===== config.mk =====
export PLATFORM = sky130hd
export DESIGN_NAME = rfant_ctrl
export DESIGN_NICKNAME = d
export VERILOG_FILES = /design/src/rfant_pkg.sv /design/src/rfant_delay.sv /design/src/rfant_ctrl.sv
export VERILOG_INCLUDE_DIRS = /design/src /design/src/src
export SDC_FILE = /design/constraint.sdc
export NUM_CORES = 1
export LEC_CHECK = 0
export ABC_CLOCK_PERIOD_IN_PS = 1800
export BUFFER_PORTS_ARGS = -buffer_cell sky130_fd_sc_hd__buf_4
export CAP_MARGIN = 40
export CORE_UTILIZATION = 52
export CTS_CLUSTER_SIZE = 30
export DETAILED_ROUTE_END_ITERATION = 10
export PLACE_DENSITY = 0.86
export SETUP_SLACK_MARGIN = 0.1
export SLEW_MARGIN = 20
export SYNTH_ARGS = -nofsm -noshare
export SYNTH_HDL_FRONTEND = slang
export SYNTH_SLANG_ARGS = --single-unit

===== constraint.sdc =====
create_clock -name mclk -period 1.8 [get_ports mclk]
set_input_delay 0.27 -clock mclk [delete_from_list [all_inputs] [get_ports mclk]]
set_output_delay 0.27 -clock mclk [all_outputs]
set_load 0.02 [all_outputs]

===== src/rfant_regs.svh =====
/*
  register offsets, field positions, reset values and timing counts for the
  rf front-end antenna control block; assumes a 250 MHz mclk.
*/
`ifndef RFANT_REGS_SVH
`define RFANT_REGS_SVH
`define RFANT_OFS_RXCORR      8'h0a
`define RFANT_OFS_ANTSEL      8'h0d
`define RFANT_OFS_TRXCTL1     8'h04
`define RFANT_OFS_STATUS      8'h40
`define RFANT_THRES_RST       4'h7
`define RFANT_THRES_DIV       4'h3
`define RFANT_BIT_SELANT      7
`define RFANT_BIT_DIVEN       3
`define RFANT_BIT_SWEN        2
`define RFANT_BIT_FEEN        7
`define RFANT_BIT_TSEN        6
`define RFANT_TRXCTL1_RST     8'h22
`define RFANT_CLK_MHZ         250
`define RFANT_TX_ON_NS        6000
`define RFANT_TX_OFF_NS       3000
`define RFANT_TX_ON_CYC       ((`RFANT_TX_ON_NS * `RFANT_CLK_MHZ + 999) / 1000)
`define RFANT_TX_OFF_CYC      ((`RFANT_TX_OFF_NS * `RFANT_CLK_MHZ + 999) / 1000)
`endif


===== src/rfant_pkg.sv =====
/*
  types of the rf front-end antenna control block; no assumptions.
*/
package rfant_pkg;
  typedef enum {RFANT_FE_IDLE, RFANT_FE_ON_WAIT, RFANT_FE_TX, RFANT_FE_OFF_WAIT} rfant_fe_e;
  typedef logic [7:0] rfant_addr_t;
  typedef logic [7:0] rfant_data_t;
endpackage


===== src/rfant_delay.sv =====
/*
  one-shot delay counter: a start pulse yields a done pulse a fixed number
  of cycles later. assumes start from mclk logic.
*/
`timescale 1ns/1ps
module rfant_delay #(
  parameter int CYCLES = 4
) (
  input  wire logic mclk,  // clock
  input  wire logic nrst,  // sync reset, low
  input  wire logic start, // begin count
  input  wire logic abort, // cancel count
  output logic      done   // end pulse
);
  logic [15:0] cnt_reg;
  logic        run_reg;

  // counter runs from start until the programmed count
  always_ff @(posedge mclk) begin
    done <= 1'b0;
    if (!nrst) begin
      cnt_reg <= 16'h0000;
      run_reg <= 1'b0;
    end else if (abort) begin
      run_reg <= 1'b0;
    end else if (start) begin
      cnt_reg <= 16'h0001;
      run_reg <= 1'b1;
    end else if (run_reg) begin
      if (cnt_reg == 16'(CYCLES)) begin
        run_reg <= 1'b0;
        done    <= 1'b1;
      end else begin
        cnt_reg <= cnt_reg + 16'h0001;
      end
    end
  end
endmodule // rfant_delay


===== src/rfant_ctrl.sv =====
/*
  antenna diversity and rx/tx indicator control with register port.
  assumes radio status inputs from mclk logic; sleep_transmit_pin is a raw pin.
*/
// Implementation choice: the plain strobed port.
`timescale 1ns/1ps
`include "rfant_regs.svh"
module rfant_ctrl (
  input  wire logic                 mclk,               // 250 MHz clock
  input  wire logic                 nrst,               // sync reset, low
  input  wire rfant_pkg::rfant_addr_t addr,             // register address
  input  wire rfant_pkg::rfant_data_t wdata,            // write data
  input  wire logic                 wr,                 // write strobe
  input  wire logic                 rd,                 // read strobe
  output rfant_pkg::rfant_data_t    rdata,              // read data, next cycle
  input  wire logic                 sleep_transmit_pin, // raw pin, rising = tx
  input  wire logic                 pa_off,             // pulse, internal pa disabled
  input  wire logic                 in_rx_state,        // radio in a receive state
  input  wire logic                 pll_or_rx_on,       // radio in pll-on or rx-on
  input  wire logic                 shr_search_start,   // pulse, header search begins
  input  wire logic                 shr_found,          // pulse, header locked
  input  wire logic                 search_antenna,     // antenna being probed
  input  wire logic                 auto_ack_receive_mode,    // ack reply mode
  input  wire logic                 ack_tx_start,       // pulse, ack transmit begins
  input  wire logic                 auto_retry_transmit_mode, // retry mode
  input  wire logic                 retry_start,        // pulse, retry after missing ack
  input  wire logic                 timestamp_level,    // frame time stamp level
  output logic                      switch_pin_a,       // antenna switch pin a
  output logic                      switch_pin_b,       // antenna switch pin b
  output logic                      frontend_pin_a,     // indicator pin a
  output logic                      frontend_pin_b,     // indicator pin b
  output logic                      tx_indicated        // sequencer in tx or off-wait, pins enabled or not
);
  import rfant_pkg::*;

  localparam int TX_ON_CYC  = `RFANT_TX_ON_CYC;
  localparam int TX_OFF_CYC = `RFANT_TX_OFF_CYC;

  // ------------------------------------------------------------
  // registers
  // ------------------------------------------------------------
  logic [3:0] correlator_threshold;
  logic       auto_diversity_enable;
  logic       switch_drive_enable;
  logic [1:0] static_antenna_choice;
  logic       selected_antenna_flag;
  logic [7:0] transceiver_control_one;
  logic       frontend_indicator_enable;
  logic       timestamp_pin_enable;
  logic       auto_ant_reg;
  logic       auto_valid_reg;
  logic       static_wr;

  assign frontend_indicator_enable = transceiver_control_one[`RFANT_BIT_FEEN];
  assign timestamp_pin_enable      = transceiver_control_one[`RFANT_BIT_TSEN];
  assign static_wr = wr && (addr == `RFANT_OFS_ANTSEL);

  // software writes; device never adjusts threshold itself
  always_ff @(posedge mclk) begin
    if (!nrst) begin
      correlator_threshold    <= `RFANT_THRES_RST;
      auto_diversity_enable   <= 1'b0;
      switch_drive_enable     <= 1'b0;
      static_antenna_choice   <= 2'b00;
      transceiver_control_one <= `RFANT_TRXCTL1_RST;
    end else if (wr) begin
      unique case (addr)
        `RFANT_OFS_RXCORR:  correlator_threshold <= wdata[3:0];
        `RFANT_OFS_ANTSEL: begin
          auto_diversity_enable <= wdata[`RFANT_BIT_DIVEN];
          switch_drive_enable   <= wdata[`RFANT_BIT_SWEN];
          static_antenna_choice <= wdata[1:0];
        end
        `RFANT_OFS_TRXCTL1: transceiver_control_one <= wdata;
        default: ;
      endcase
    end
  end

  // read mux, data one cycle after strobe
  always_ff @(posedge mclk) begin
    if (!nrst) begin
      rdata <= 8'h00;
    end else if (rd) begin
      unique case (addr)
        `RFANT_OFS_RXCORR:  rdata <= {4'h0, correlator_threshold};
        `RFANT_OFS_ANTSEL:  rdata <= {selected_antenna_flag, 3'b000, auto_diversity_enable,
                                      switch_drive_enable, static_antenna_choice};
        `RFANT_OFS_TRXCTL1: rdata <= transceiver_control_one;
        `RFANT_OFS_STATUS:  rdata <= {6'h00, auto_valid_reg, tx_indicated};
        default:            rdata <= 8'h00;
      endcase
    end else begin
      rdata <= 8'h00;
    end
  end

  // ------------------------------------------------------------
  // diversity antenna choice
  // ------------------------------------------------------------
  // algorithm choice: locked on header, ack/retry steering, dropped on exit
  always_ff @(posedge mclk) begin
    if (!nrst) begin
      auto_ant_reg   <= 1'b0;
      auto_valid_reg <= 1'b0;
    end else if (!auto_diversity_enable) begin
      auto_valid_reg <= 1'b0;
    end else if (auto_retry_transmit_mode && retry_start) begin
      auto_ant_reg   <= ~auto_ant_reg;
      auto_valid_reg <= 1'b1;
    end else if (auto_ack_receive_mode && ack_tx_start) begin
      auto_valid_reg <= 1'b1;
    end else if (shr_found) begin
      auto_ant_reg   <= search_antenna;
      auto_valid_reg <= 1'b1;
    end else if (shr_search_start || !in_rx_state || static_wr) begin
      auto_valid_reg <= 1'b0;
    end
  end

  // reported antenna: header lock in auto mode, static choice otherwise
  always_ff @(posedge mclk) begin
    if (!nrst) begin
      selected_antenna_flag <= 1'b0;
    end else if (auto_diversity_enable) begin
      if (shr_found) begin
        selected_antenna_flag <= search_antenna;
      end
    end else if (static_antenna_choice == 2'b01) begin
      selected_antenna_flag <= 1'b0;
    end else if (static_antenna_choice == 2'b10) begin
      selected_antenna_flag <= 1'b1;
    end
  end

  // switch pins, registered pair
  always_ff @(posedge mclk) begin
    if (!nrst) begin
      switch_pin_a <= 1'b0;
      switch_pin_b <= 1'b0;
    end else if (!switch_drive_enable) begin
      switch_pin_a <= 1'b0;
      switch_pin_b <= timestamp_pin_enable ? timestamp_level : 1'b0;
    end else if (auto_diversity_enable) begin
      switch_pin_a <= auto_valid_reg ? auto_ant_reg : search_antenna;
      switch_pin_b <= timestamp_pin_enable ? timestamp_level
                    : ~(auto_valid_reg ? auto_ant_reg : search_antenna);
    end else if (pll_or_rx_on && (static_antenna_choice == 2'b01 ||
                                  static_antenna_choice == 2'b10)) begin
      switch_pin_a <= static_antenna_choice[1];
      switch_pin_b <= timestamp_pin_enable ? timestamp_level
                    : static_antenna_choice[0];
    end else if (timestamp_pin_enable) begin
      switch_pin_b <= timestamp_level;
    end
  end

  // ------------------------------------------------------------
  // rx/tx indicator
  // ------------------------------------------------------------
  logic      slp_s1_reg;
  logic      slp_s2_reg;
  logic      slp_d_reg;
  logic      tx_req;
  logic      on_done;
  logic      off_done;
  rfant_fe_e fe_reg;

  // pin synchroniser then edge detect on second stage
  always_ff @(posedge mclk) begin
    if (!nrst) begin
      slp_s1_reg <= 1'b0;
      slp_s2_reg <= 1'b0;
      slp_d_reg  <= 1'b0;
    end else begin
      slp_s1_reg <= sleep_transmit_pin;
      slp_s2_reg <= slp_s1_reg;
      slp_d_reg  <= slp_s2_reg;
    end
  end
  assign tx_req = slp_s2_reg && !slp_d_reg;

  rfant_delay #(.CYCLES(TX_ON_CYC)) u_on_dly (
    .mclk  (mclk),
    .nrst  (nrst),
    .start (tx_req && fe_reg == RFANT_FE_IDLE),
    .abort (1'b0),
    .done  (on_done)
  );

  rfant_delay #(.CYCLES(TX_OFF_CYC)) u_off_dly (
    .mclk  (mclk),
    .nrst  (nrst),
    .start (pa_off && fe_reg == RFANT_FE_TX),
    .abort (1'b0),
    .done  (off_done)
  );

  // tx indication sequencing
  always_ff @(posedge mclk) begin
    if (!nrst) begin
      fe_reg <= RFANT_FE_IDLE;
    end else begin
      unique case (fe_reg)
        RFANT_FE_IDLE:     if (tx_req) fe_reg <= RFANT_FE_ON_WAIT;
        RFANT_FE_ON_WAIT:  if (on_done) fe_reg <= RFANT_FE_TX;
        RFANT_FE_TX:       if (pa_off) fe_reg <= RFANT_FE_OFF_WAIT;
        RFANT_FE_OFF_WAIT: if (off_done) fe_reg <= RFANT_FE_IDLE;
      endcase
    end
  end

  // indicator pins, both from one registered decision
  always_ff @(posedge mclk) begin
    if (!nrst) begin
      frontend_pin_a <= 1'b0;
      frontend_pin_b <= 1'b0;
      tx_indicated   <= 1'b0;
    end else begin
      tx_indicated <= (fe_reg == RFANT_FE_TX) || (fe_reg == RFANT_FE_OFF_WAIT);
      if (!frontend_indicator_enable) begin
        frontend_pin_a <= 1'b0;
        frontend_pin_b <= 1'b0;
      end else if (fe_reg == RFANT_FE_TX || fe_reg == RFANT_FE_OFF_WAIT) begin
        frontend_pin_a <= 1'b1;
        frontend_pin_b <= 1'b0;
      end else begin
        frontend_pin_a <= 1'b0;
        frontend_pin_b <= 1'b1;
      end
    end
  end

  // ------------------------------------------------------------
  // checks
  // ------------------------------------------------------------
  logic [15:0] fe_wait_cnt;

  // cycles spent in the current delay state, for the timing checks
  always_ff @(posedge mclk) begin
    if (!nrst) begin
      fe_wait_cnt <= 16'h0000;
    end else if (fe_reg == RFANT_FE_ON_WAIT || fe_reg == RFANT_FE_OFF_WAIT) begin
      fe_wait_cnt <= fe_wait_cnt + 16'h0001;
    end else begin
      fe_wait_cnt <= 16'h0000;
    end
  end
endmodule // rfant_ctrl


==> flow_summary.json <==
{
  "io_pins": 45,
  "relSlewSlack_pct": 66.6,
  "whs_ps": 130,
  "cts_num_sinks": 73,
  "cp_cell_sequence": "or4b_4 > o41ai_4 > buf_4 > or2_4 > a21oi_2",
  "p_int_mw": 2.74,
  "power_frac_clock_pct": 40.4,
  "ant_nets": 0,
  "core_mm2": 0.00635,
  "worst_slew_pin_slew_ps": 500,
  "slowest_delay_ps": 550,
  "area_growth_pct": 33.4,
  "gp_congestion": 0.878,
  "final_common_cell": "buf_4",
  "critical_path_required_ps": 2040,
  "min_path_type": "input pin to flip-flop",
  "grt_pass1_vias": 3169,
  "firstDrtPassIters": 5,
  "seq_area_mm2": 0.00149,
  "yosysUniqueCellTypes": 53,
  "vias_per_cell": 6.13,
  "fin_cells": 553,
  "synth_nets": 433,
  "power_density_mw_per_mm2": 799,
  "hold-path-cell-count": 2,
  "rows": 29,
  "cp-end-kind": "flip-flop",
  "wirelength_um": 9040,
  "r2r_cells": 5,
  "pre_cts_ws_ps": 3.69,
  "diodes": 0,
  "combPwrFrac_pct": 13.3,
  "vias": 3391,
  "hold_viol_final": 0,
  "share_seq_of_total_power_pct": 46.3,
  "die_height_um": 83.2,
  "final_cell_mix": "76 x buf_4, 54 x dfxtp_1, 38 x nand2_1, 34 x a21oi_1, 31 x nand3_1",
  "grt_pass1_wl_um": 14200,
  "hold-path-endpoint": "slp_s1_reg",
  "fin_ws_ps": -17.1,
  "numPortBuffers": 44,
  "violations": "negative setup slack",
  "fin_crit_sh_pct": 101,
  "drv_slew": 0,
  "yosysSeqAreaShare_pct": 42.7,
  "timing.reg2reg.setup_slack_ps": -20,
  "reg2reg_to": "u_off_dly.cnt_reg[1]",
  "grt_usage_pct": 25.0,
  "hold_start": "sleep_transmit_pin",
  "drt_iter0_markers": 227,
  "ys_warn_count": 0,
  "path_class": "flip-flop to flip-flop",
  "netlist_area_mm2": 0.00342,
  "ctsHoldBuffers": 0,
  "finalPower_mw": 3.65,
  "nNetsFinal": 513,
  "crit_path_max_fanout": 6,
  "synth_async_sr_flop_share_pct": 0,
  "setup-violations-final": 2,
  "worst_setup_path_start_kind": "flip-flop",
  "utilization_pct": 71.9,
  "max_freq_ghz": 0.550,
  "skew_ps": 5.56,
  "antenna_found_initial": 0,
  "rsz0062_at_grt": "yes",
  "synthFlopType": "dfxtp_1",
  "numCtsBuffers": 9,
  "ir_drop_mv": 0.523,
  "p_sw_mw": 0.912,
  "clk_path_buf_depth": 2,
  "avgSynthCellArea_um2": 8.76,
  "power_leakage_nw": 1.69,
  "start_util_pct": 53.9,
  "clk_pin_slew_ps": 80,
  "status": "finished with violations",
  "dieArea_mm2": 0.00691,
  "dp.cells": 523,
  "max_cap_viol_count": 0,
  "p_sw_share_pct": 25.0,
  "crit_family": "simple AND/OR/NAND/NOR gates",
  "drcViolationCount": 0,
  "layout-drive-gt1-share_pct": 36.1,
  "wl_per_cell_um": 16.3,
  "fill_cells": 443,
  "cts-root-buf": "clkbuf_8",
  "critPathBufInv": 1,
  "grt_start_max_net_pins": 24,
  "fin_crit_ps": 1820,
  "postSynthRegisterBits": 73,
  "die_w_um": 83.2,
  "tritoncts": "built",
  "clk_latency_ps": 340,
  "synth-edff-count": 0,
  "gr-total-overflow": 0,
  "arrival_ps": 2060,
  "r2r-start": "u_off_dly.cnt_reg[15]",
  "netlist_instances": 391,
  "crit_slowest_cell": "or4b_4",
  "cts_htree_levels": 3,
  "multi_input_area_mm2": 0.00206,
  "hpwl_um": 5780
}
## per-stage QoR
| stage | area, um^2 | TNS (ps) |
|---|---|---|
| after floorplan | 3440 | 0 |
| after global placement | 3980 | 0 |
| after detailed placement | 3980 | 0 |
| after CTS | 4270 | 0 |
| after global routing | 4570 | -277 |
| final | 4570 | -19.7 |
## worst max path at each step
stage                           from                    to  slack, ps  depth (start not counted)
2_1_floorplan   u_off_dly.cnt_reg[0]  u_off_dly.cnt_reg[0]         80                          7
3_3_place_gp    u_off_dly.cnt_reg[0]  u_off_dly.cnt_reg[0]         70                          7
3_5_place_dp    u_off_dly.cnt_reg[0]  u_off_dly.cnt_reg[0]          4                          7
4_1_cts        u_off_dly.cnt_reg[15]  u_off_dly.cnt_reg[0]         50                          5
5_1_grt         u_off_dly.cnt_reg[0]  u_off_dly.cnt_reg[1]        -50                          7
6_report       u_off_dly.cnt_reg[15]  u_off_dly.cnt_reg[1]        -20                          5
## cells in the mapped netlist, types with 3 or more instances
cell type	count	area [um^2]
and4_1	4	35.0
or4_1	11	82.6
o31ai_1	10	75.1
nor2b_1	7	43.8
a22oi_1	3	22.5
nor2_1	18	67.6
nor4_1	5	31.3
clkbuf_1	10	37.5
inv_1	17	63.8
o21ai_0	10	50.1
and3_1	7	43.8
xnor2_1	7	61.3
ha_1	10	125
nand3_1	33	165
and2_1	5	31.3
a211oi_1	3	22.5
nand4_1	6	37.5
or2_2	3	18.8
mux2i_1	4	40.0
a21oi_1	41	205
or3_1	9	56.3
nand2_1	41	154
a31oi_1	3	18.8
nor3_1	10	50.1
dfxtp_1	73	1460
## area by class of cell
class	instances	share of cell area (%)
Inverter	17	1.40
Clock buffer	11	3.32
Timing Repair Buffer	81	13.7
Sequential cell	73	32.6
Multi-Input combinational cell	289	45.1
Tap cell	77	2.11
Clock inverter	5	1.70
## power groups by stage
| stage | Clock (mW) | Sequential (mW) | Combinational (mW) |
|---|---|---|---|
| 2_1_floorplan | 0 | 1.72 | 0.249 |
| 3_3_place_gp | 0 | 1.72 | 0.403 |
| 3_5_place_dp | 0 | 1.72 | 0.425 |
| 4_1_cts | 1.47 | 1.69 | 0.449 |
| 5_1_grt | 1.55 | 1.70 | 0.533 |
| 6_report | 1.47 | 1.69 | 0.487 |
## what timing repair did
item,4_1_cts,5_1_grt
cloned,1,2
pin swaps,7,31
endpoints found under the setup margin,16,28
buffers inserted,4,7
gates resized for setup,12,67
## metal layers
| layer | global-route usage (%) | wire (um) | vias to the layer above |
|---|---|---|---|
| met4 | 12.5 | 289 | 0 |
| met2 | 42.3 | 4450 | 130 |
| li1 | - | - | 1606 |
| met5 | 0 | 0 | - |
| met1 | 31.0 | 3830 | 1624 |
| met3 | 3.78 | 459 | 31 |
## cells by family (layout without fill, tap and decap cells)
logic type               Yosys count  count (layout)  synth area share, %
XOR/XNOR                           8               8                 2.05
flip-flops                        73              73                 42.7
buffers and inverters             29             114                 3.62
adder cells (fa/ha/maj)           10              10                 3.65
multiplexers                       5               5                 1.50
AND/OR/NAND/NOR                  177             177                 28.9
AO/OA/AOI/OAI                     89              89                 17.6
Power figures use the tool's default switching activity.
